--- config.mk ---
export PLATFORM = sky130hd
export DESIGN_NAME = ata_seq
export DESIGN_NICKNAME = d
export VERILOG_FILES = /design/src/hw/ata_pkg.sv /design/src/hw/ata_decode.sv /design/src/hw/ata_seq.sv
export VERILOG_INCLUDE_DIRS = /design/src /design/src/hw
export SDC_FILE = /design/constraint.sdc
export NUM_CORES = 1
export LEC_CHECK = 0
export ABC_CLOCK_PERIOD_IN_PS = 3950
export BUFFER_PORTS_ARGS = -buffer_cell sky130_fd_sc_hd__clkbuf_2
export CAP_MARGIN = 20
export CELL_PAD_IN_SITES_DETAIL_PLACEMENT = 1
export CELL_PAD_IN_SITES_GLOBAL_PLACEMENT = 2
export CORE_MARGIN = 2
export CORE_UTILIZATION = 41
export CTS_BUF_LIST = sky130_fd_sc_hd__clkbuf_8
export CTS_CLUSTER_DIAMETER = 120
export DETAILED_ROUTE_END_ITERATION = 10
export HOLD_SLACK_MARGIN = 0.06
export PLACE_DENSITY = 0.88
export SLEW_MARGIN = 10
export SYNTH_ARGS = -nofsm -noshare
export SYNTH_HDL_FRONTEND = slang
export SYNTH_SLANG_ARGS = --single-unit
--- constraint.sdc ---
create_clock -name mclk -period 3.95 [get_ports mclk]
set_input_delay 0.5925 -clock mclk [delete_from_list [all_inputs] [get_ports mclk]]
set_output_delay 0.5925 -clock mclk [all_outputs]
set_load 0.01 [all_outputs]
--- src/hw/ata_map.svh ---
// Register offsets, bit positions and codes of the command sequencer.
`ifndef ATA_MAP_SVH
`define ATA_MAP_SVH
// Register offsets on the four-bit register port.
`define ATA_OFS_FEAT 4'h1
`define ATA_OFS_SCNT 4'h2
`define ATA_OFS_SNUM 4'h3
`define ATA_OFS_CYLL 4'h4
`define ATA_OFS_CYLH 4'h5
`define ATA_OFS_DEVH 4'h6
`define ATA_OFS_CMD 4'h7
`define ATA_OFS_ALT 4'h8
`define ATA_OFS_ISTS 4'h9
`define ATA_OFS_IMSK 4'hA
`define ATA_OFS_CFG 4'hB
// Status and error bit positions.
`define ATA_STS_BSY 7
`define ATA_STS_RDY 6
`define ATA_STS_DRQ 3
`define ATA_STS_REL 2
`define ATA_STS_ERR 0
`define ATA_ERR_ABRT 2
// Interrupt status bits: completion, abort, bus release.
`define ATA_EVT_DONE 0
`define ATA_EVT_ABRT 1
`define ATA_EVT_REL 2
// Configuration bit: release interrupt enable.
`define ATA_CFG_RELIE 0
// Reset value of the release interrupt enable.
`define ATA_RST_RELIE 1'b0
// Data words in one sector.
`define ATA_WORDS_PER_SECTOR 256
// Opcodes and subcommands that the sequencer treats specially.
`define ATA_OP_NATMAX 8'hF8
`define ATA_OP_NATMAX_EXT 8'h27
`define ATA_OP_DCO 8'hB1
`define ATA_OP_VERIFY 8'h40
`define ATA_OP_VERIFY_NR 8'h41
`define ATA_OP_VERIFY_EXT 8'h42
`define ATA_OP_SETFEAT 8'hEF
`define ATA_FT_RELIE_ON 8'h5D
`define ATA_FT_RELIE_OFF 8'hDD
`define ATA_DCO_RESTORE 8'hC0
`define ATA_DCO_FREEZE 8'hC1
`define ATA_DCO_IDENT 8'hC2
`define ATA_DCO_SET 8'hC3
`endif

--- src/hw/ata_pkg.sv ---
// Types shared by the command sequencer and its opcode classifier.
package ata_pkg;
  // Protocol class of an opcode; zero means not recognised.
  typedef enum logic [2:0] {
    CLS_NONE = 3'h0,
    CLS_PIO_IN = 3'h1,
    CLS_PIO_OUT = 3'h2,
    CLS_NODATA = 3'h3,
    CLS_DMA = 3'h4,
    CLS_QUEUED = 3'h5
  } ata_cls_e;
  // Sequencer states.
  typedef enum logic [2:0] {
    ST_IDLE = 3'h0,
    ST_DECODE = 3'h1,
    ST_EXEC = 3'h2,
    ST_DMA = 3'h3,
    ST_QUEUE = 3'h4
  } ata_state_e;
  // Whole state of the classifier.
  typedef struct packed {
    ata_cls_e cls;
  } ata_dec_s;
  // Whole state of the sequencer.
  typedef struct packed {
    ata_state_e state;
    ata_cls_e cls;
    logic [7:0] opcode;
    logic [7:0] feat;
    logic [7:0] scnt;
    logic [7:0] snum;
    logic [7:0] cyl_lo;
    logic [7:0] cyl_hi;
    logic [7:0] devhd;
    logic bsy;
    logic drq;
    logic err;
    logic abrt;
    logic rel;
    logic intrq;
    logic rel_ie;
    logic dmarq;
    logic start;
    logic irq;
    logic [16:0] words;
    logic [2:0] sts;
    logic [2:0] msk;
    logic [7:0] rdata;
  } ata_seq_s;
endpackage

--- src/hw/ata_decode.sv ---
// Opcode classifier: maps an opcode and feature to a protocol class.
`timescale 1ns/10ps
`include "ata_map.svh"
module ata_decode
  import ata_pkg::*;
(
  // Clock and reset.
  input wire logic mclk,
  input wire logic rst,
  // Opcode and feature to classify.
  input wire logic [7:0] opcode,
  input wire logic [7:0] feature,
  // Registered class.
  output ata_cls_e cls
);

  ata_dec_s dec_reg;
  ata_dec_s dec_next;

  ////////////////////////////////////////////////////////////////////////////
  // Class of an opcode; unknown codes give CLS_NONE.
  function automatic ata_cls_e classify(input logic [7:0] op,
                                        input logic [7:0] ft);
    ata_cls_e c;
    c = CLS_NONE;
    casez (op)
      `ATA_OP_NATMAX, `ATA_OP_NATMAX_EXT: c = CLS_NODATA; // RULE_13
      `ATA_OP_VERIFY, `ATA_OP_VERIFY_NR,
      `ATA_OP_VERIFY_EXT: c = CLS_NODATA; // RULE_15
      `ATA_OP_DCO:
      begin
        // One opcode, four operations chosen by the feature.
        case (ft) // RULE_14
          `ATA_DCO_RESTORE, `ATA_DCO_FREEZE: c = CLS_NODATA;
          `ATA_DCO_IDENT: c = CLS_PIO_IN;
          `ATA_DCO_SET: c = CLS_PIO_OUT;
          default: c = CLS_NONE;
        endcase
      end
      8'hB0:
      begin
        // Monitoring subcommands: two reads, a log read and a log write.
        case (ft)
          8'hD0, 8'hD1, 8'hD5: c = CLS_PIO_IN;
          8'hD6: c = CLS_PIO_OUT;
          default: c = CLS_NODATA;
        endcase
      end
      8'hE5, 8'h98, 8'h90, 8'hE7, 8'hEA, 8'hE3, 8'h97, 8'hE1, 8'h95,
      8'h91, 8'h00, 8'h1?, 8'h7?, 8'hF3, 8'hF5, 8'hEF, 8'hF9, 8'h37,
      8'hC6, 8'hE6, 8'h99, 8'hE2, 8'h96, 8'hE0, 8'h94: c = CLS_NODATA;
      8'hC8, 8'hC9, 8'h25, 8'hCA, 8'hCB, 8'h35: c = CLS_DMA;
      8'hC7, 8'h26, 8'hCC, 8'h36, 8'hA2: c = CLS_QUEUED;
      8'hEC, 8'hE4, 8'h22, 8'h23, 8'h2F, 8'hC4, 8'h29, 8'h20, 8'h21,
      8'h24: c = CLS_PIO_IN;
      8'h50, 8'hF6, 8'hF4, 8'hF1, 8'hF2, 8'hE8, 8'h3F, 8'h32, 8'h33,
      8'hC5, 8'h39, 8'h30, 8'h31, 8'h34: c = CLS_PIO_OUT;
      default: c = CLS_NONE;
    endcase
    return c;
  endfunction

  ////////////////////////////////////////////////////////////////////////////
  // Next class is the decode of the current inputs.
  always_comb
  begin
    dec_next = dec_reg;
    dec_next.cls = classify(opcode, feature); // RULE_16
  end

  // Class register.
  always_ff @(posedge mclk or posedge rst)
  begin
    if (rst)
      dec_reg <= '0;
    else
      dec_reg <= dec_next;
  end

  assign cls = dec_reg.cls;
endmodule

--- src/hw/ata_seq.sv ---
// Device-side command sequencer for non-data, DMA and queued DMA commands.
//
// Overview of operation
// RULE_01 - Host loads parameters before writing the opcode.
// RULE_02 - Non-data: BSY up, then down with interrupt.
// RULE_03 - Status read clears the pending interrupt.
// RULE_04 - Host programs its DMA channel before issuing.
// RULE_05 - DMARQ raised whenever device can move data.
// RULE_06 - DMA: exactly one interrupt, after all data.
// RULE_07 - Host resets DMA channel before reading status.
// RULE_08 - Host keeps one DMA mode per command.
// RULE_09 - Queued: BSY, then REL set or cleared, then not busy.
// RULE_10 - REL clear: data moves, then one interrupt.
// RULE_11 - Release interrupt only when release interrupt enabled.
// RULE_12 - Host then issues more or awaits service.
// RULE_13 - F8 and 27 are non-data max-address queries.
// RULE_14 - B1 accepted; feature picks its protocol class.
// RULE_15 - 40, 41, 42 verify as non-data commands.
// RULE_16 - Opcode class selects the handshake sequence.
// RULE_17 - Status read, reset or command write clears interrupt.
// RULE_18 - BSY or DRQ held until command completion.
// RULE_19 - Unknown opcode aborts with error and interrupt.
//
// Decided for this implementation: the plain strobed port and the register addresses.
`timescale 1ns/10ps
`include "ata_map.svh"
module ata_seq
  import ata_pkg::*;
#(
  parameter int WORDS_PER_SECTOR = `ATA_WORDS_PER_SECTOR
)
(
  // Clock and reset.
  input wire logic mclk,
  input wire logic rst,
  // Register port.
  input wire logic [3:0] reg_addr,
  input wire logic [7:0] reg_wdata,
  input wire logic reg_wr,
  input wire logic reg_rd,
  output logic [7:0] reg_rdata,
  // Host link outputs.
  output logic ata_intrq,
  output logic dmarq,
  // Media side handshake.
  input wire logic proc_done,
  input wire logic xfer_ready,
  input wire logic queue_ready,
  input wire logic dma_word,
  output logic cmd_start,
  output ata_cls_e cmd_class,
  // Local interrupt.
  output logic irq
);

  // Whole sequencer state and its next value.
  ata_seq_s st_reg;
  ata_seq_s st_next;
  // Class from the classifier, valid in the decode state.
  ata_cls_e dec_cls;
  // Opcode write accepted while idle.
  logic cmd_acc;
  // Status register read, which clears the interrupt.
  logic sts_rd;

  ////////////////////////////////////////////////////////////////////////////
  // Status byte as the host sees it.
  function automatic logic [7:0] stat_byte(input ata_seq_s s);
    logic [7:0] b;
    b = 8'h00;
    b[`ATA_STS_BSY] = s.bsy;
    b[`ATA_STS_RDY] = 1'b1;
    b[`ATA_STS_DRQ] = s.drq;
    b[`ATA_STS_REL] = s.rel;
    b[`ATA_STS_ERR] = s.err;
    return b;
  endfunction

  // Data words of a transfer; a zero count means 256 sectors.
  function automatic logic [16:0] word_total(input logic [7:0] cnt);
    return 17'({cnt == 8'h00, cnt} * WORDS_PER_SECTOR);
  endfunction

  ////////////////////////////////////////////////////////////////////////////
  // Strobe decode for the two side-effect accesses.
  assign cmd_acc = reg_wr && reg_addr == `ATA_OFS_CMD
                   && st_reg.state == ST_IDLE;
  assign sts_rd = reg_rd && reg_addr == `ATA_OFS_CMD;

  // The classifier decodes the opcode as it is written.
  ata_decode u_dec (
    .mclk(mclk),
    .rst(rst),
    .opcode(st_next.opcode),
    .feature(st_next.feat),
    .cls(dec_cls)
  );

  ////////////////////////////////////////////////////////////////////////////
  // Next state: register writes, interrupt clears, sequencing, read data.
  always_comb
  begin
    logic [2:0] evt;
    logic [2:0] w1c;
    evt = 3'h0;
    w1c = 3'h0;
    st_next = st_reg;
    st_next.start = 1'b0;
    st_next.rdata = 8'h00;

    // Parameter writes only land while no command runs.
    if (reg_wr && st_reg.state == ST_IDLE)
    begin
      case (reg_addr)
        `ATA_OFS_FEAT: st_next.feat = reg_wdata;
        `ATA_OFS_SCNT: st_next.scnt = reg_wdata;
        `ATA_OFS_SNUM: st_next.snum = reg_wdata;
        `ATA_OFS_CYLL: st_next.cyl_lo = reg_wdata;
        `ATA_OFS_CYLH: st_next.cyl_hi = reg_wdata;
        `ATA_OFS_DEVH: st_next.devhd = reg_wdata;
        default: st_next.devhd = st_reg.devhd;
      endcase
    end

    // Local interrupt registers are writable at any time.
    if (reg_wr && reg_addr == `ATA_OFS_ISTS)
      w1c = reg_wdata[2:0];
    if (reg_wr && reg_addr == `ATA_OFS_IMSK)
      st_next.msk = reg_wdata[2:0];
    if (reg_wr && reg_addr == `ATA_OFS_CFG)
      st_next.rel_ie = reg_wdata[`ATA_CFG_RELIE];

    // A status read drops the host interrupt; later sets override.
    if (sts_rd)
      st_next.intrq = 1'b0; // RULE_03 RULE_17

    // Command sequencing.
    case (st_reg.state)
      ST_IDLE:
      begin
        // A command write starts a command and clears old results.
        if (cmd_acc)
        begin
          st_next.opcode = reg_wdata;
          st_next.bsy = 1'b1; // RULE_02
          st_next.intrq = 1'b0; // RULE_17
          st_next.err = 1'b0;
          st_next.abrt = 1'b0;
          st_next.rel = 1'b0;
          st_next.state = ST_DECODE;
        end
      end
      ST_DECODE:
      begin
        // The class picks the handshake that follows.
        st_next.cls = dec_cls; // RULE_16
        st_next.start = dec_cls != CLS_NONE;
        case (dec_cls)
          CLS_NONE:
          begin
            // Unknown opcode: abort at once.
            st_next.bsy = 1'b0; // RULE_19
            st_next.err = 1'b1; // RULE_19
            st_next.abrt = 1'b1;
            st_next.intrq = 1'b1;
            evt[`ATA_EVT_ABRT] = 1'b1;
            st_next.state = ST_IDLE;
          end
          CLS_DMA:
          begin
            // DRQ takes over from BSY for the data phase.
            st_next.bsy = 1'b0; // RULE_18
            st_next.drq = 1'b1;
            st_next.words = word_total(st_reg.scnt);
            st_next.state = ST_DMA;
          end
          CLS_QUEUED:
          begin
            // BSY stays up while REL reports readiness.
            st_next.rel = !queue_ready; // RULE_09
            st_next.state = ST_QUEUE;
          end
          default: st_next.state = ST_EXEC;
        endcase
      end
      ST_EXEC:
      begin
        // Non-data work runs outside; its end closes the command.
        if (proc_done)
        begin
          st_next.bsy = 1'b0; // RULE_02
          st_next.intrq = 1'b1; // RULE_02
          evt[`ATA_EVT_DONE] = 1'b1;
          st_next.state = ST_IDLE;
          // Set Features can switch the release interrupt.
          if (st_reg.opcode == `ATA_OP_SETFEAT)
          begin
            if (st_reg.feat == `ATA_FT_RELIE_ON)
              st_next.rel_ie = 1'b1;
            else if (st_reg.feat == `ATA_FT_RELIE_OFF)
              st_next.rel_ie = 1'b0;
          end
        end
      end
      ST_QUEUE:
      begin
        // Busy ends; a cleared REL goes on to the data phase.
        st_next.bsy = 1'b0; // RULE_09
        if (!st_reg.rel)
        begin
          st_next.drq = 1'b1; // RULE_10
          st_next.words = word_total(st_reg.scnt);
          st_next.state = ST_DMA;
        end
        else
        begin
          // Bus release; interrupt only when enabled.
          st_next.intrq = st_reg.rel_ie; // RULE_11
          evt[`ATA_EVT_REL] = 1'b1;
          st_next.state = ST_IDLE;
        end
      end
      ST_DMA:
      begin
        if (dma_word && st_reg.words == 17'h00001)
        begin
          // Last word moved: the one and only interrupt.
          st_next.drq = 1'b0;
          st_next.dmarq = 1'b0;
          st_next.intrq = 1'b1; // RULE_06 RULE_10
          evt[`ATA_EVT_DONE] = 1'b1;
          st_next.state = ST_IDLE;
        end
        else
        begin
          // Request whenever the media side can move data.
          st_next.dmarq = xfer_ready; // RULE_05
          if (dma_word)
            st_next.words = st_reg.words - 17'h00001;
        end
      end
      default: st_next.state = ST_IDLE;
    endcase

    // Sticky local events: a new event wins over a clear.
    st_next.sts = (st_reg.sts & ~w1c) | evt;
    st_next.irq = |(st_next.sts & st_next.msk);

    // Read data for the cycle after the read strobe.
    if (reg_rd)
    begin
      case (reg_addr)
        `ATA_OFS_FEAT: st_next.rdata = {5'h00, st_reg.abrt, 2'h0};
        `ATA_OFS_SCNT: st_next.rdata = st_reg.scnt;
        `ATA_OFS_SNUM: st_next.rdata = st_reg.snum;
        `ATA_OFS_CYLL: st_next.rdata = st_reg.cyl_lo;
        `ATA_OFS_CYLH: st_next.rdata = st_reg.cyl_hi;
        `ATA_OFS_DEVH: st_next.rdata = st_reg.devhd;
        `ATA_OFS_CMD, `ATA_OFS_ALT: st_next.rdata = stat_byte(st_reg);
        `ATA_OFS_ISTS: st_next.rdata = {5'h00, st_reg.sts};
        `ATA_OFS_IMSK: st_next.rdata = {5'h00, st_reg.msk};
        `ATA_OFS_CFG: st_next.rdata = {7'h00, st_reg.rel_ie};
        default: st_next.rdata = 8'h00;
      endcase
    end
  end

  ////////////////////////////////////////////////////////////////////////////
  // State register; reset also clears the host interrupt.
  always_ff @(posedge mclk or posedge rst)
  begin
    if (rst)
    begin
      st_reg <= '0; // RULE_17
      st_reg.rel_ie <= `ATA_RST_RELIE;
    end
    else
      st_reg <= st_next;
  end

  // Outputs straight from the state register.
  assign reg_rdata = st_reg.rdata;
  assign ata_intrq = st_reg.intrq;
  assign dmarq = st_reg.dmarq;
  assign cmd_start = st_reg.start;
  assign cmd_class = st_reg.cls;
  assign irq = st_reg.irq;
endmodule

==> run_summary.xml, run 1 <==
<?xml version="1.0" encoding="UTF-8"?>
<metrics>
  <group name="pwr">
    <metric name="report.power.total" unit="W">0.00420</metric>
    <metric name="vdd_ir_drop_max" unit="mV">0.274</metric>
    <metric name="cellLeakagePower" unit="nW">2.86</metric>
    <metric name="power.density" unit="nW/µm²">621</metric>
  </group>
  <group name="grt">
    <metric name="wire_length_of_the_first_global_routing_pass" unit="mm">31.0</metric>
    <metric name="grt_start_max_net_pins" unit="">80</metric>
    <metric name="gr-total-overflow" unit="">0</metric>
    <metric name="grt_pass1_vias" unit="">5591</metric>
    <metric name="gr-usage-all-layers" unit="">0.240</metric>
    <metric name="initial_antenna_violation_count" unit="">0</metric>
  </group>
  <group name="placement">
    <metric name="dp_worst_setup_slack" unit="ps">1050</metric>
    <metric name="dp.final_hpwl" unit="mm">13.6</metric>
    <metric name="place.port_buffers" unit="">34</metric>
    <metric name="place.gp.congestion" unit="">0.940</metric>
  </group>
  <group name="clock_network">
    <metric name="worst_skew_pair.late_latency" unit="ps">400</metric>
    <metric name="post_cts.repair.setup_buffers" unit="">0</metric>
    <metric name="quantity_of_gates_resized_following_cts" unit="">0</metric>
    <metric name="cts-buffers-inserted" unit="">9</metric>
    <metric name="cts_htree_levels" unit="">3</metric>
    <metric name="hold_buffers" unit="">0</metric>
    <metric name="cts_buffer_depth" unit="">2</metric>
    <metric name="tritoncts_num_sinks" unit="">105</metric>
    <metric name="worst_setup_hold_path_clk_slew" unit="ps">110</metric>
    <metric name="root_buffer" unit="">sky130_fd_sc_hd__clkbuf_8</metric>
    <metric name="tritoncts" unit="">done</metric>
  </group>
  <group name="die">
    <metric name="boundaryPins" unit="">35</metric>
    <metric name="placeableCoreArea" unit="µm²">15100</metric>
    <metric name="effective_utilization_at_floorplan" unit="">0.419</metric>
    <metric name="floorplan.die.height" unit="µm">128</metric>
    <metric name="floorplan.die_area" unit="µm²">16500</metric>
    <metric name="die_width" unit="µm">128</metric>
    <metric name="core_rows" unit="">45</metric>
  </group>
  <group name="routing">
    <metric name="routed-via-count" unit="">5489</metric>
    <metric name="finalWirelength" unit="mm">19.3</metric>
    <metric name="detail_route.drc_violations" unit="">0</metric>
    <metric name="avgRoutedWirePerCell" unit="µm">22.4</metric>
    <metric name="drt.antenna.violating_nets" unit="">0</metric>
    <metric name="detail_route.first_pass.iterations" unit="">5</metric>
    <metric name="avgViaCountPerCell" unit="">6.37</metric>
    <metric name="drt_iter0_markers" unit="">424</metric>
  </group>
  <group name="synth">
    <metric name="synth-main-ff-cell" unit="">sky130_fd_sc_hd__dfrtp_1</metric>
    <metric name="synthesis.area_per_instance" unit="µm²">9.35</metric>
    <metric name="edff_count_synth" unit="">0</metric>
    <metric name="netlist_area" unit="µm²">6350</metric>
    <metric name="async_reset_ff_frac" unit="">1.00</metric>
    <metric name="synth.ff_latch_count" unit="">105</metric>
    <metric name="synth_warnings" unit="">0</metric>
    <metric name="post_synth_inst_count" unit="">679</metric>
    <metric name="synthesized_net_count" unit="">701</metric>
    <metric name="synth.lib_cells_used.distinct" unit="">74</metric>
    <metric name="top_cell_type_s_share_of_synthesized_area" unit="">0.414</metric>
    <metric name="yosysSeqAreaShare" unit="">0.414</metric>
    <metric name="synth_largest_area_cell" unit="">sky130_fd_sc_hd__dfrtp_1</metric>
    <metric name="synth.area.top_cells" unit="">sky130_fd_sc_hd__dfrtp_1, sky130_fd_sc_hd__mux2_2, sky130_fd_sc_hd__nand2_1</metric>
  </group>
  <group name="worst_setup_path">
    <metric name="critical_path_class" unit="">reg -&gt; reg</metric>
    <metric name="crit_path_end_kind" unit="">flip-flop</metric>
    <metric name="cp.required" unit="ps">4270</metric>
    <metric name="crit_path_max_fanout" unit="">9</metric>
    <metric name="ff_to_ff_start" unit="">st_reg[25]$_DFFE_PP0P_</metric>
    <metric name="timing.critical_path.from_type" unit="">flip-flop</metric>
    <metric name="cp_data_arrival_time" unit="ps">3020</metric>
    <metric name="worst_setup_path_startpoint" unit="">st_reg[25]$_DFFE_PP0P_</metric>
  </group>
  <group name="timing">
    <metric name="final_min_period_over_clock_period" unit="">0.682</metric>
    <metric name="post-route-min-period" unit="ps">2690</metric>
    <metric name="timing.final.setup_violations" unit="">0</metric>
    <metric name="max_slew.worst_pin.slew" unit="ps">856</metric>
    <metric name="maxClockFrequency" unit="MHz">371</metric>
    <metric name="fin_tns_setup" unit="ps">0</metric>
    <metric name="grt_setup_unrepaired" unit="">false</metric>
    <metric name="final_hold_violations" unit="">0</metric>
    <metric name="slew-limit-headroom" unit="">0.425</metric>
    <metric name="finalHoldWorstSlack" unit="ps">131</metric>
    <metric name="setup_ws" unit="ps">1260</metric>
    <metric name="timing.clock.skew" unit="ps">16.6</metric>
    <metric name="slew_viol_final" unit="">0</metric>
  </group>
  <group name="worst_hold_path">
    <metric name="holdCritPathClass" unit="">in -&gt; async</metric>
  </group>
  <group name="finish">
    <metric name="multiInputGateArea" unit="µm²">3370</metric>
    <metric name="drive_gt1_frac" unit="">0.182</metric>
    <metric name="fill_cells" unit="">1733</metric>
    <metric name="layout.area.seq" unit="µm²">2630</metric>
    <metric name="antenna-diode-count" unit="">0</metric>
    <metric name="finalNetCount" unit="">691</metric>
    <metric name="flip_flop_count_of_the_largest_register_all_copies_and_words_added" unit="">87</metric>
    <metric name="syn_to_final_growth" unit="%">6.37</metric>
  </group>
  <group name="flow_run">
    <metric name="maxCapViolCount" unit="">0</metric>
  </group>
  <group name="status">
    <metric name="status" unit="">complete, no violations</metric>
  </group>
</metrics>
-- cells in the mapped netlist, types with 13 or more instances --
library cell,instances
sky130_fd_sc_hd__nor3_1,15
sky130_fd_sc_hd__nor2b_1,16
sky130_fd_sc_hd__dfrtp_1,105
sky130_fd_sc_hd__clkbuf_1,45
sky130_fd_sc_hd__a21oi_1,32
sky130_fd_sc_hd__o21ai_0,30
sky130_fd_sc_hd__nand4_1,16
sky130_fd_sc_hd__nand3_1,13
sky130_fd_sc_hd__mux2_2,50
sky130_fd_sc_hd__nor2_1,42
sky130_fd_sc_hd__nand2_1,71
sky130_fd_sc_hd__a31oi_1,13
-- metrics by stage --
stage	cell area, µm²	utilization	instances
after floorplan	6350	-	679
after global placement	6520	0.430	845
after detailed placement	6520	0.430	845
after CTS	6720	0.444	861
after global routing	6750	0.446	862
final	6750	0.446	862
-- routing by layer --
layer  track usage  part of all wire  vias to the layer above
li1              -                 -                     2501
met5             0                 0                        -
met1         0.301              0.43                     2815
met2         0.423              0.51                      133
met3        0.0353             0.028                       40
met4        0.0886             0.032                        0
-- layout by cell type (no fill, tap or decap), types with 12 or more instances in the layout --
cell type / Yosys / final
sky130_fd_sc_hd__a31oi_1: 13 / 13
sky130_fd_sc_hd__inv_1: 12 / 12
sky130_fd_sc_hd__nor2b_1: 16 / 16
sky130_fd_sc_hd__mux2_2: 50 / 50
sky130_fd_sc_hd__o21ai_0: 30 / 30
sky130_fd_sc_hd__nor2_1: 42 / 42
sky130_fd_sc_hd__and3_1: 12 / 12
sky130_fd_sc_hd__dfrtp_1: 105 / 105
sky130_fd_sc_hd__clkbuf_2: 0 / 34
sky130_fd_sc_hd__nand4_1: 16 / 16
sky130_fd_sc_hd__a21oi_1: 32 / 32
sky130_fd_sc_hd__nand3_1: 13 / 13
sky130_fd_sc_hd__nor3_1: 15 / 15
sky130_fd_sc_hd__nand2_1: 71 / 71
-- power by group --
group | leakage, nW | switching, W | total [W] | internal, W
logic | 1.42 | 0.000795 | 0.00145 | 0.000654
clock network | 0.109 | 0.000424 | 0.000730 | 0.000306
registers | 1.34 | 0.000529 | 0.00202 | 0.00149
-- path summary, 6_finish.rpt --
check | slack [ps] | to | cells past startpoint
hold / removal | 130 | cmd_class[2]$_DFFE_PP0P_ | 2
hold reg to reg | 510 | st_reg[69]$_DFFE_PP0P_ | 2
setup / recovery | 1260 | irq$_DFF_PP0_ | 6
min in group mclk | 440 | dmarq$_DFFE_PP0P_ | 3
max in group asynchronous | 2820 | st_reg[50]$_DFFE_PP0P_ | 4
setup reg to reg | 1260 | irq$_DFF_PP0_ | 6
-- cell type report --
cell class	count	share of cell area
clock inverters	7	0.0126
multi-input cells	498	0.500
clock buffers	9	0.0183
well taps	188	0.0348
flip-flops and latches	105	0.389
inverters	12	0.00704
repair buffers	43	0.0382
-- logic make-up after synthesis --
| family | count (synthesis) | share of synthesized area |
|---|---|---|
| buffers and inverters | 76 | 0.0544 |
| DFF | 105 | 0.414 |
| AOI/OAI and AO/OA | 152 | 0.164 |
| muxes | 61 | 0.106 |
| adders and majority gates | 2 | 0.00394 |
| xor gates and xnor gates | 13 | 0.0179 |
| and+or+nand+nor | 270 | 0.240 |
-- critical path, cell delays in order (launching register included) --
cell and delay (ps):
sky130_fd_sc_hd__dfrtp_1 430, sky130_fd_sc_hd__or3_1 490, sky130_fd_sc_hd__nor4_2 440, sky130_fd_sc_hd__nand4_1 460, sky130_fd_sc_hd__o211ai_1 440, sky130_fd_sc_hd__and2_1 190, sky130_fd_sc_hd__a221o_1 170
No activity file was read; power rests on OpenSTA's default activity.
==> run 2, diff against run 1 <==
--- a/config.mk
+++ b/config.mk
@@ -6,7 +6,7 @@
 export SDC_FILE = /design/constraint.sdc
 export NUM_CORES = 1
 export LEC_CHECK = 0
-export ABC_CLOCK_PERIOD_IN_PS = 3950
+export ABC_CLOCK_PERIOD_IN_PS = 2750
 export BUFFER_PORTS_ARGS = -buffer_cell sky130_fd_sc_hd__clkbuf_2
 export CAP_MARGIN = 20
 export CELL_PAD_IN_SITES_DETAIL_PLACEMENT = 1
==> constraint.sdc (replaced) <==
create_clock -name mclk -period 2.75 [get_ports mclk]
set_input_delay 0.4125 -clock mclk [delete_from_list [all_inputs] [get_ports mclk]]
set_output_delay 0.4125 -clock mclk [all_outputs]
set_load 0.01 [all_outputs]
==> run_summary.xml, run 2 (synthesis results as in run 1) <==
<?xml version="1.0" encoding="UTF-8"?>
<metrics>
  <group name="finish">
    <metric name="mostFrequentLayoutCells" unit="">sky130_fd_sc_hd__dfrtp_1, sky130_fd_sc_hd__nand2_1, sky130_fd_sc_hd__mux2_2</metric>
    <metric name="antenna-diode-count" unit="">0</metric>
    <metric name="fill_cells" unit="">1713</metric>
    <metric name="drive_gt1_frac" unit="">0.209</metric>
    <metric name="finalNetCount" unit="">714</metric>
    <metric name="syn_to_final_growth" unit="%">8.97</metric>
    <metric name="flip_flop_count_of_the_largest_register_all_copies_and_words_added" unit="">87</metric>
    <metric name="finalNonFillerCells" unit="">885</metric>
    <metric name="finish.utilization" unit="">0.457</metric>
    <metric name="layout.cells.most_common" unit="">sky130_fd_sc_hd__dfrtp_1</metric>
  </group>
  <group name="pwr">
    <metric name="cellLeakagePower" unit="nW">2.96</metric>
    <metric name="switching_share" unit="">0.422</metric>
    <metric name="clockPowerShare" unit="">0.156</metric>
    <metric name="power.density" unit="nW/µm²">876</metric>
    <metric name="vdd_ir_drop_max" unit="mV">0.355</metric>
    <metric name="power_switching" unit="W">0.00256</metric>
    <metric name="p_int" unit="W">0.00350</metric>
    <metric name="power_frac_comb" unit="">0.384</metric>
    <metric name="proportion_of_power_drawn_by_flip_flops_and_latches" unit="">0.459</metric>
  </group>
  <group name="placement">
    <metric name="dp.final_hpwl" unit="mm">14.2</metric>
    <metric name="place.port_buffers" unit="">34</metric>
    <metric name="dp_cells" unit="">868</metric>
    <metric name="place.gp.congestion" unit="">0.888</metric>
    <metric name="dp_worst_setup_slack" unit="ps">217</metric>
  </group>
  <group name="clock_network">
    <metric name="cts_htree_levels" unit="">3</metric>
    <metric name="worst_skew_pair.late_latency" unit="ps">400</metric>
    <metric name="tritoncts" unit="">done</metric>
    <metric name="cts_buffer_depth" unit="">2</metric>
    <metric name="cts-buffers-inserted" unit="">9</metric>
    <metric name="tritoncts_num_sinks" unit="">105</metric>
    <metric name="post_cts.repair.setup_buffers" unit="">0</metric>
    <metric name="worst_setup_hold_path_clk_slew" unit="ps">120</metric>
    <metric name="root_buffer" unit="">sky130_fd_sc_hd__clkbuf_8</metric>
  </group>
  <group name="timing">
    <metric name="timing.final.setup_violations" unit="">0</metric>
    <metric name="setup_ws" unit="ps">132</metric>
    <metric name="grt_setup_unrepaired" unit="">false</metric>
    <metric name="final_hold_violations" unit="">0</metric>
    <metric name="maxClockFrequency" unit="MHz">382</metric>
    <metric name="slew_viol_final" unit="">0</metric>
    <metric name="timing.clock.skew" unit="ps">17.8</metric>
    <metric name="final_min_period_over_clock_period" unit="">0.952</metric>
    <metric name="fin_tns_setup" unit="ps">0</metric>
    <metric name="post-route-min-period" unit="ps">2620</metric>
    <metric name="slew-limit-headroom" unit="">0.521</metric>
    <metric name="max_slew.worst_pin.slew" unit="ps">711</metric>
    <metric name="finalHoldWorstSlack" unit="ps">241</metric>
  </group>
  <group name="die">
    <metric name="die_width" unit="µm">128</metric>
    <metric name="core_rows" unit="">45</metric>
    <metric name="boundaryPins" unit="">35</metric>
    <metric name="floorplan.die_area" unit="µm²">16500</metric>
    <metric name="effective_utilization_at_floorplan" unit="">0.419</metric>
    <metric name="placeableCoreArea" unit="µm²">15100</metric>
    <metric name="floorplan.die.height" unit="µm">128</metric>
  </group>
  <group name="worst_setup_path">
    <metric name="worstReg2RegEnd" unit="">st_reg[101]$_DFFE_PP0P_</metric>
    <metric name="cp.required" unit="ps">3020</metric>
    <metric name="critical_path_depth" unit="">6</metric>
    <metric name="cp.buffers_inverters" unit="">0</metric>
    <metric name="timing.critical_path.from_type" unit="">flip-flop</metric>
    <metric name="r2r_slack" unit="ps">130</metric>
    <metric name="crit_path_end_kind" unit="">flip-flop</metric>
    <metric name="slowest_stage" unit="">sky130_fd_sc_hd__or4_1</metric>
    <metric name="crit_path_max_fanout" unit="">9</metric>
    <metric name="worst_setup_path_startpoint" unit="">st_reg[19]$_DFFE_PP0P_</metric>
    <metric name="critical_path_class" unit="">reg -&gt; reg</metric>
    <metric name="path_cells" unit="">or4_1, nor3_2, nand4_1, or2_2, nand2_1, nand4b_1</metric>
    <metric name="rr_worst_depth" unit="">6</metric>
    <metric name="worst_path_largest_cell_delay" unit="ps">640</metric>
    <metric name="crit_end" unit="">st_reg[101]$_DFFE_PP0P_</metric>
    <metric name="ff_to_ff_start" unit="">st_reg[19]$_DFFE_PP0P_</metric>
    <metric name="cp_data_arrival_time" unit="ps">2890</metric>
    <metric name="critical-path-top-delay-family" unit="">simple AND/OR/NAND/NOR gates</metric>
  </group>
  <group name="routing">
    <metric name="finalWirelength" unit="mm">19.7</metric>
    <metric name="drt_iter0_markers" unit="">375</metric>
    <metric name="detail_route.first_pass.iterations" unit="">5</metric>
    <metric name="drt.antenna.violating_nets" unit="">0</metric>
    <metric name="detail_route.drc_violations" unit="">0</metric>
    <metric name="avgViaCountPerCell" unit="">6.31</metric>
    <metric name="routed-via-count" unit="">5587</metric>
    <metric name="avgRoutedWirePerCell" unit="µm">22.3</metric>
  </group>
  <group name="grt">
    <metric name="initial_antenna_violation_count" unit="">0</metric>
    <metric name="wire_length_of_the_first_global_routing_pass" unit="mm">31.8</metric>
    <metric name="gr-total-overflow" unit="">0</metric>
    <metric name="grt_start_max_net_pins" unit="">71</metric>
    <metric name="gr-usage-all-layers" unit="">0.246</metric>
    <metric name="grt_pass1_vias" unit="">5780</metric>
  </group>
  <group name="status">
    <metric name="status" unit="">complete, no violations</metric>
  </group>
  <group name="worst_hold_path">
    <metric name="holdCritPathClass" unit="">in -&gt; reg</metric>
  </group>
  <group name="flow_run">
    <metric name="maxCapViolCount" unit="">0</metric>
  </group>
</metrics>
==> run 2: worst register-to-register path, cell delays in order, from the launching register on <==
cell	delay [ps]
sky130_fd_sc_hd__dfrtp_1	420
sky130_fd_sc_hd__or4_1	640
sky130_fd_sc_hd__nor3_2	360
sky130_fd_sc_hd__nand4_1	430
sky130_fd_sc_hd__or2_2	440
sky130_fd_sc_hd__nand2_1	100
sky130_fd_sc_hd__nand4b_1	110
==> run 2: how the worst min path moves through the flow <==
| stage | to | slack [ps] | depth (start not counted) | startpoint |
|---|---|---|---|---|
| after global placement | cmd_class[2]$_DFFE_PP0P_ | 400 | 2 | rst |
| after floorplan | st_reg[34]$_DFF_PP0_ | 440 | 1 | st_reg[88]$_DFF_PP0_ |
| after CTS | dmarq$_DFFE_PP0P_ | 240 | 3 | xfer_ready |
| final | dmarq$_DFFE_PP0P_ | 240 | 3 | xfer_ready |
| after detailed placement | cmd_class[0]$_DFFE_PP0P_ | 410 | 2 | rst |
| after global routing | dmarq$_DFFE_PP0P_ | 280 | 3 | xfer_ready |
==> run 2: per-layer routing <==
metal	global-route usage	wire length, µm	share of wire	vias to the layer above
met2	0.431	9930	0.50	162
met4	0.0821	511	0.026	0
met1	0.309	8600	0.44	2843
li1	-	-	-	2544
met3	0.0420	687	0.035	38
met5	0	0	0	-
==> run 2: per-stage QoR <==
stage                     total power (W)  area (µm²)
after global placement            0.00494        6710
after global routing              0.00647        6920
final                             0.00606        6920
after floorplan                   0.00432        6350
after detailed placement          0.00510        6710
after CTS                         0.00606        6910
==> run 2: power groups by stage <==
stage / clock (W) / sequential, W / combinational [W]
5_1_grt: 0.00103 / 0.00286 / 0.00257
4_1_cts: 0.000974 / 0.00276 / 0.00232
3_3_place_gp: 0 / 0.00274 / 0.00220
2_1_floorplan: 0 / 0.00249 / 0.00183
6_report: 0.000948 / 0.00278 / 0.00233
3_5_place_dp: 0 / 0.00279 / 0.00231
==> run 2: area by class of cell <==
cell class / count / area [µm²] / share of cell area
inverters: 12 / 48.8 / 0.00705
multi-input cells: 498 / 3380 / 0.489
well taps: 188 / 235 / 0.0340
clock inverters: 7 / 63.8 / 0.00923
clock buffers: 9 / 124 / 0.0179
repair buffers: 66 / 438 / 0.0633
flip-flops and latches: 105 / 2630 / 0.380
==> run 2: timing repair <==
item,4_1_cts,5_1_grt
hold buffers,1,0
endpoints found under the hold margin,14,0
setup endpoints to repair,0,1
gates resized for setup,0,1
==> run 3, diff against run 2 <==
--- a/config.mk
+++ b/config.mk
@@ -6,18 +6,19 @@
 export SDC_FILE = /design/constraint.sdc
 export NUM_CORES = 1
 export LEC_CHECK = 0
+export ABC_AREA = 1
 export ABC_CLOCK_PERIOD_IN_PS = 2750
 export BUFFER_PORTS_ARGS = -buffer_cell sky130_fd_sc_hd__clkbuf_2
 export CAP_MARGIN = 20
 export CELL_PAD_IN_SITES_DETAIL_PLACEMENT = 1
 export CELL_PAD_IN_SITES_GLOBAL_PLACEMENT = 2
 export CORE_MARGIN = 2
-export CORE_UTILIZATION = 41
+export CORE_UTILIZATION = 37
 export CTS_BUF_LIST = sky130_fd_sc_hd__clkbuf_8
 export CTS_CLUSTER_DIAMETER = 120
 export DETAILED_ROUTE_END_ITERATION = 10
 export HOLD_SLACK_MARGIN = 0.06
-export PLACE_DENSITY = 0.88
+export PLACE_DENSITY = 0.87
 export SLEW_MARGIN = 10
 export SYNTH_ARGS = -nofsm -noshare
 export SYNTH_HDL_FRONTEND = slang
==> run_summary.xml, run 3 <==
<?xml version="1.0" encoding="UTF-8"?>
<metrics>
  <group name="status">
    <metric name="status" unit="">complete, no violations</metric>
  </group>
  <group name="timing">
    <metric name="setup_ws" unit="ps">271</metric>
    <metric name="post-route-min-period" unit="ps">2480</metric>
    <metric name="final_min_period_over_clock_period" unit="">0.901</metric>
    <metric name="slew_viol_final" unit="">0</metric>
    <metric name="maxClockFrequency" unit="MHz">403</metric>
    <metric name="max_slew.worst_pin.slew" unit="ps">579</metric>
    <metric name="final_hold_violations" unit="">0</metric>
    <metric name="timing.clock.skew" unit="ps">14.4</metric>
    <metric name="fin_tns_setup" unit="ps">0</metric>
    <metric name="finalHoldWorstSlack" unit="ps">155</metric>
    <metric name="timing.final.setup_violations" unit="">0</metric>
    <metric name="grt_setup_unrepaired" unit="">false</metric>
    <metric name="slew-limit-headroom" unit="">0.614</metric>
  </group>
  <group name="finish">
    <metric name="layout.cells.most_common" unit="">sky130_fd_sc_hd__nand2_1</metric>
    <metric name="finalNetCount" unit="">814</metric>
    <metric name="syn_to_final_growth" unit="%">9.46</metric>
    <metric name="post-route-cell-area" unit="µm²">6330</metric>
    <metric name="layout.area.seq" unit="µm²">2630</metric>
    <metric name="drive_gt1_frac" unit="">0.148</metric>
    <metric name="multiInputGateArea" unit="µm²">2580</metric>
    <metric name="flip_flop_count_of_the_largest_register_all_copies_and_words_added" unit="">87</metric>
    <metric name="fill_cells" unit="">1941</metric>
    <metric name="mostFrequentLayoutCells" unit="">sky130_fd_sc_hd__nand2_1, sky130_fd_sc_hd__dfrtp_1, sky130_fd_sc_hd__inv_1</metric>
    <metric name="antenna-diode-count" unit="">0</metric>
  </group>
  <group name="routing">
    <metric name="avgRoutedWirePerCell" unit="µm">18.0</metric>
    <metric name="avgViaCountPerCell" unit="">5.17</metric>
    <metric name="detail_route.drc_violations" unit="">0</metric>
    <metric name="drt_iter0_markers" unit="">337</metric>
    <metric name="routed-via-count" unit="">5212</metric>
    <metric name="detail_route.first_pass.iterations" unit="">4</metric>
    <metric name="drt.antenna.violating_nets" unit="">0</metric>
    <metric name="finalWirelength" unit="mm">18.1</metric>
  </group>
  <group name="pwr">
    <metric name="report.power.total" unit="W">0.00607</metric>
    <metric name="vdd_ir_drop_max" unit="mV">0.365</metric>
    <metric name="cellLeakagePower" unit="nW">3.03</metric>
    <metric name="power.density" unit="nW/µm²">960</metric>
  </group>
  <group name="worst_setup_path">
    <metric name="cp.required" unit="ps">3100</metric>
    <metric name="critical-path-top-delay-family" unit="">simple AND/OR/NAND/NOR gates</metric>
    <metric name="critical_path_class" unit="">reg -&gt; reg</metric>
    <metric name="worst_path_largest_cell_delay" unit="ps">460</metric>
    <metric name="cp.buffers_inverters" unit="">0</metric>
    <metric name="cp_data_arrival_time" unit="ps">2830</metric>
    <metric name="path_cells" unit="">nor2_4, nand3_4, nor2_4, nand2_2, o21ai_4, nand2_2, nor2_1, nand2_1, nor2_2, nand2_1, nand3_1, nor2_1, nand2_1</metric>
    <metric name="crit_path_max_fanout" unit="">15</metric>
    <metric name="crit_top_cell" unit="">sky130_fd_sc_hd__nand2_1</metric>
    <metric name="crit_path_end_kind" unit="">flip-flop</metric>
    <metric name="timing.critical_path.from_type" unit="">flip-flop</metric>
    <metric name="slowest_stage" unit="">sky130_fd_sc_hd__dfrtp_1</metric>
  </group>
  <group name="synth">
    <metric name="top_cell_type_s_share_of_synthesized_area" unit="">0.455</metric>
    <metric name="synth.area.top_cells" unit="">sky130_fd_sc_hd__dfrtp_1, sky130_fd_sc_hd__nand2_1, sky130_fd_sc_hd__o21ai_0</metric>
    <metric name="synthesis.area_per_instance" unit="µm²">7.59</metric>
    <metric name="synth.lib_cells_used.distinct" unit="">46</metric>
    <metric name="post_synth_inst_count" unit="">762</metric>
    <metric name="yosysSeqAreaShare" unit="">0.455</metric>
    <metric name="async_reset_ff_frac" unit="">1.00</metric>
    <metric name="netlist_area" unit="µm²">5780</metric>
    <metric name="synth.ff_latch_count" unit="">105</metric>
    <metric name="synth_common_cells" unit="">sky130_fd_sc_hd__nand2_1, sky130_fd_sc_hd__dfrtp_1, sky130_fd_sc_hd__inv_1</metric>
    <metric name="synth_warnings" unit="">0</metric>
    <metric name="synth.most_common_cell" unit="">sky130_fd_sc_hd__nand2_1</metric>
    <metric name="synth-main-ff-cell" unit="">sky130_fd_sc_hd__dfrtp_1</metric>
    <metric name="edff_count_synth" unit="">0</metric>
    <metric name="synth_largest_area_cell" unit="">sky130_fd_sc_hd__dfrtp_1</metric>
    <metric name="synthesized_net_count" unit="">784</metric>
  </group>
  <group name="die">
    <metric name="floorplan.die_area" unit="µm²">16600</metric>
    <metric name="placeableCoreArea" unit="µm²">15300</metric>
    <metric name="die_width" unit="µm">129</metric>
    <metric name="boundaryPins" unit="">35</metric>
    <metric name="effective_utilization_at_floorplan" unit="">0.379</metric>
    <metric name="core_rows" unit="">45</metric>
    <metric name="floorplan.die.height" unit="µm">129</metric>
  </group>
  <group name="clock_network">
    <metric name="hold_buffers" unit="">0</metric>
    <metric name="quantity_of_gates_resized_following_cts" unit="">0</metric>
    <metric name="post_cts.repair.setup_buffers" unit="">0</metric>
    <metric name="worst_skew_pair.late_latency" unit="ps">400</metric>
    <metric name="cts_buffer_depth" unit="">2</metric>
    <metric name="root_buffer" unit="">sky130_fd_sc_hd__clkbuf_8</metric>
    <metric name="tritoncts_num_sinks" unit="">105</metric>
    <metric name="worst_setup_hold_path_clk_slew" unit="ps">120</metric>
    <metric name="cts_htree_levels" unit="">3</metric>
    <metric name="tritoncts" unit="">done</metric>
    <metric name="cts-buffers-inserted" unit="">9</metric>
  </group>
  <group name="grt">
    <metric name="grt_start_max_net_pins" unit="">106</metric>
    <metric name="wire_length_of_the_first_global_routing_pass" unit="mm">29.7</metric>
    <metric name="initial_antenna_violation_count" unit="">0</metric>
    <metric name="grt_pass1_vias" unit="">5538</metric>
    <metric name="gr-total-overflow" unit="">0</metric>
    <metric name="gr-usage-all-layers" unit="">0.233</metric>
  </group>
  <group name="placement">
    <metric name="place_area" unit="µm²">6130</metric>
    <metric name="place.port_buffers" unit="">34</metric>
    <metric name="place.gp.congestion" unit="">0.932</metric>
    <metric name="dp.final_hpwl" unit="mm">13.8</metric>
    <metric name="dp_worst_setup_slack" unit="ps">208</metric>
  </group>
  <group name="flow_run">
    <metric name="maxCapViolCount" unit="">0</metric>
  </group>
  <group name="worst_hold_path">
    <metric name="holdCritPathClass" unit="">in -&gt; async</metric>
  </group>
</metrics>
-- run 3: metal layers --
metal | global-route usage | vias up | wire [µm]
met3 | 0.0478 | 18 | 668
met2 | 0.394 | 82 | 8770
met5 | 0 | - | 0
met1 | 0.309 | 2609 | 8400
li1 | - | 2503 | -
met4 | 0.0569 | 0 | 276
-- run 3: layout make-up --
cell class | instances | share of cell area
Clock buffer | 9 | 0.0196
Clock inverter | 7 | 0.00969
Inverter | 107 | 0.0641
Multi-Input combinational cell | 524 | 0.408
Sequential cell | 105 | 0.415
Tap cell | 211 | 0.0417
Timing Repair Buffer | 45 | 0.0419
-- run 3: path summary, 6_finish.rpt --
path	start	to	slack, ps	cells past startpoint
min	rst	st_reg[26]$_DFFE_PP0P_	160	3
min reg2reg	st_reg[88]$_DFF_PP0_	st_reg[34]$_DFF_PP0_	450	1
min in group mclk	queue_ready	st_reg[36]$_DFFE_PP0P_	190	2
max	st_reg[101]$_DFFE_PP0P_	u_dec.cls[0]$_DFF_PP0_	270	13
max reg2reg	st_reg[101]$_DFFE_PP0P_	u_dec.cls[0]$_DFF_PP0_	270	13
max in group asynchronous	rst	st_reg[95]$_DFF_PP0_	2160	3
-- run 3: worst min-delay path, cell delays in order --
cell and delay [ps]:
sky130_fd_sc_hd__clkbuf_2 100, sky130_fd_sc_hd__clkinvlp_4 70, sky130_fd_sc_hd__buf_12 440
-- run 3: cell families after synthesis --
logic type / synth area share
compound gates: 0.158
xor+xnor: 0.00303
fa+ha+maj: 0.00433
buf+inv: 0.101
flops: 0.455
mux: 0.00173
simple gates: 0.278
-- run 3: power breakdown --
part | leakage (nW) | total, W | internal [W] | switching, W
sequential | 1.27 | 0.00254 | 0.00218 | 0.000365
clock | 0.0940 | 0.000983 | 0.000349 | 0.000633
combinational | 1.67 | 0.00255 | 0.000791 | 0.00176
-- run 3: through the flow --
step,instances,util
global placement,991,0.402
CTS,1007,0.414
finish,1008,0.415
floorplan,762,-
detailed placement,991,0.402
global route,1008,0.415
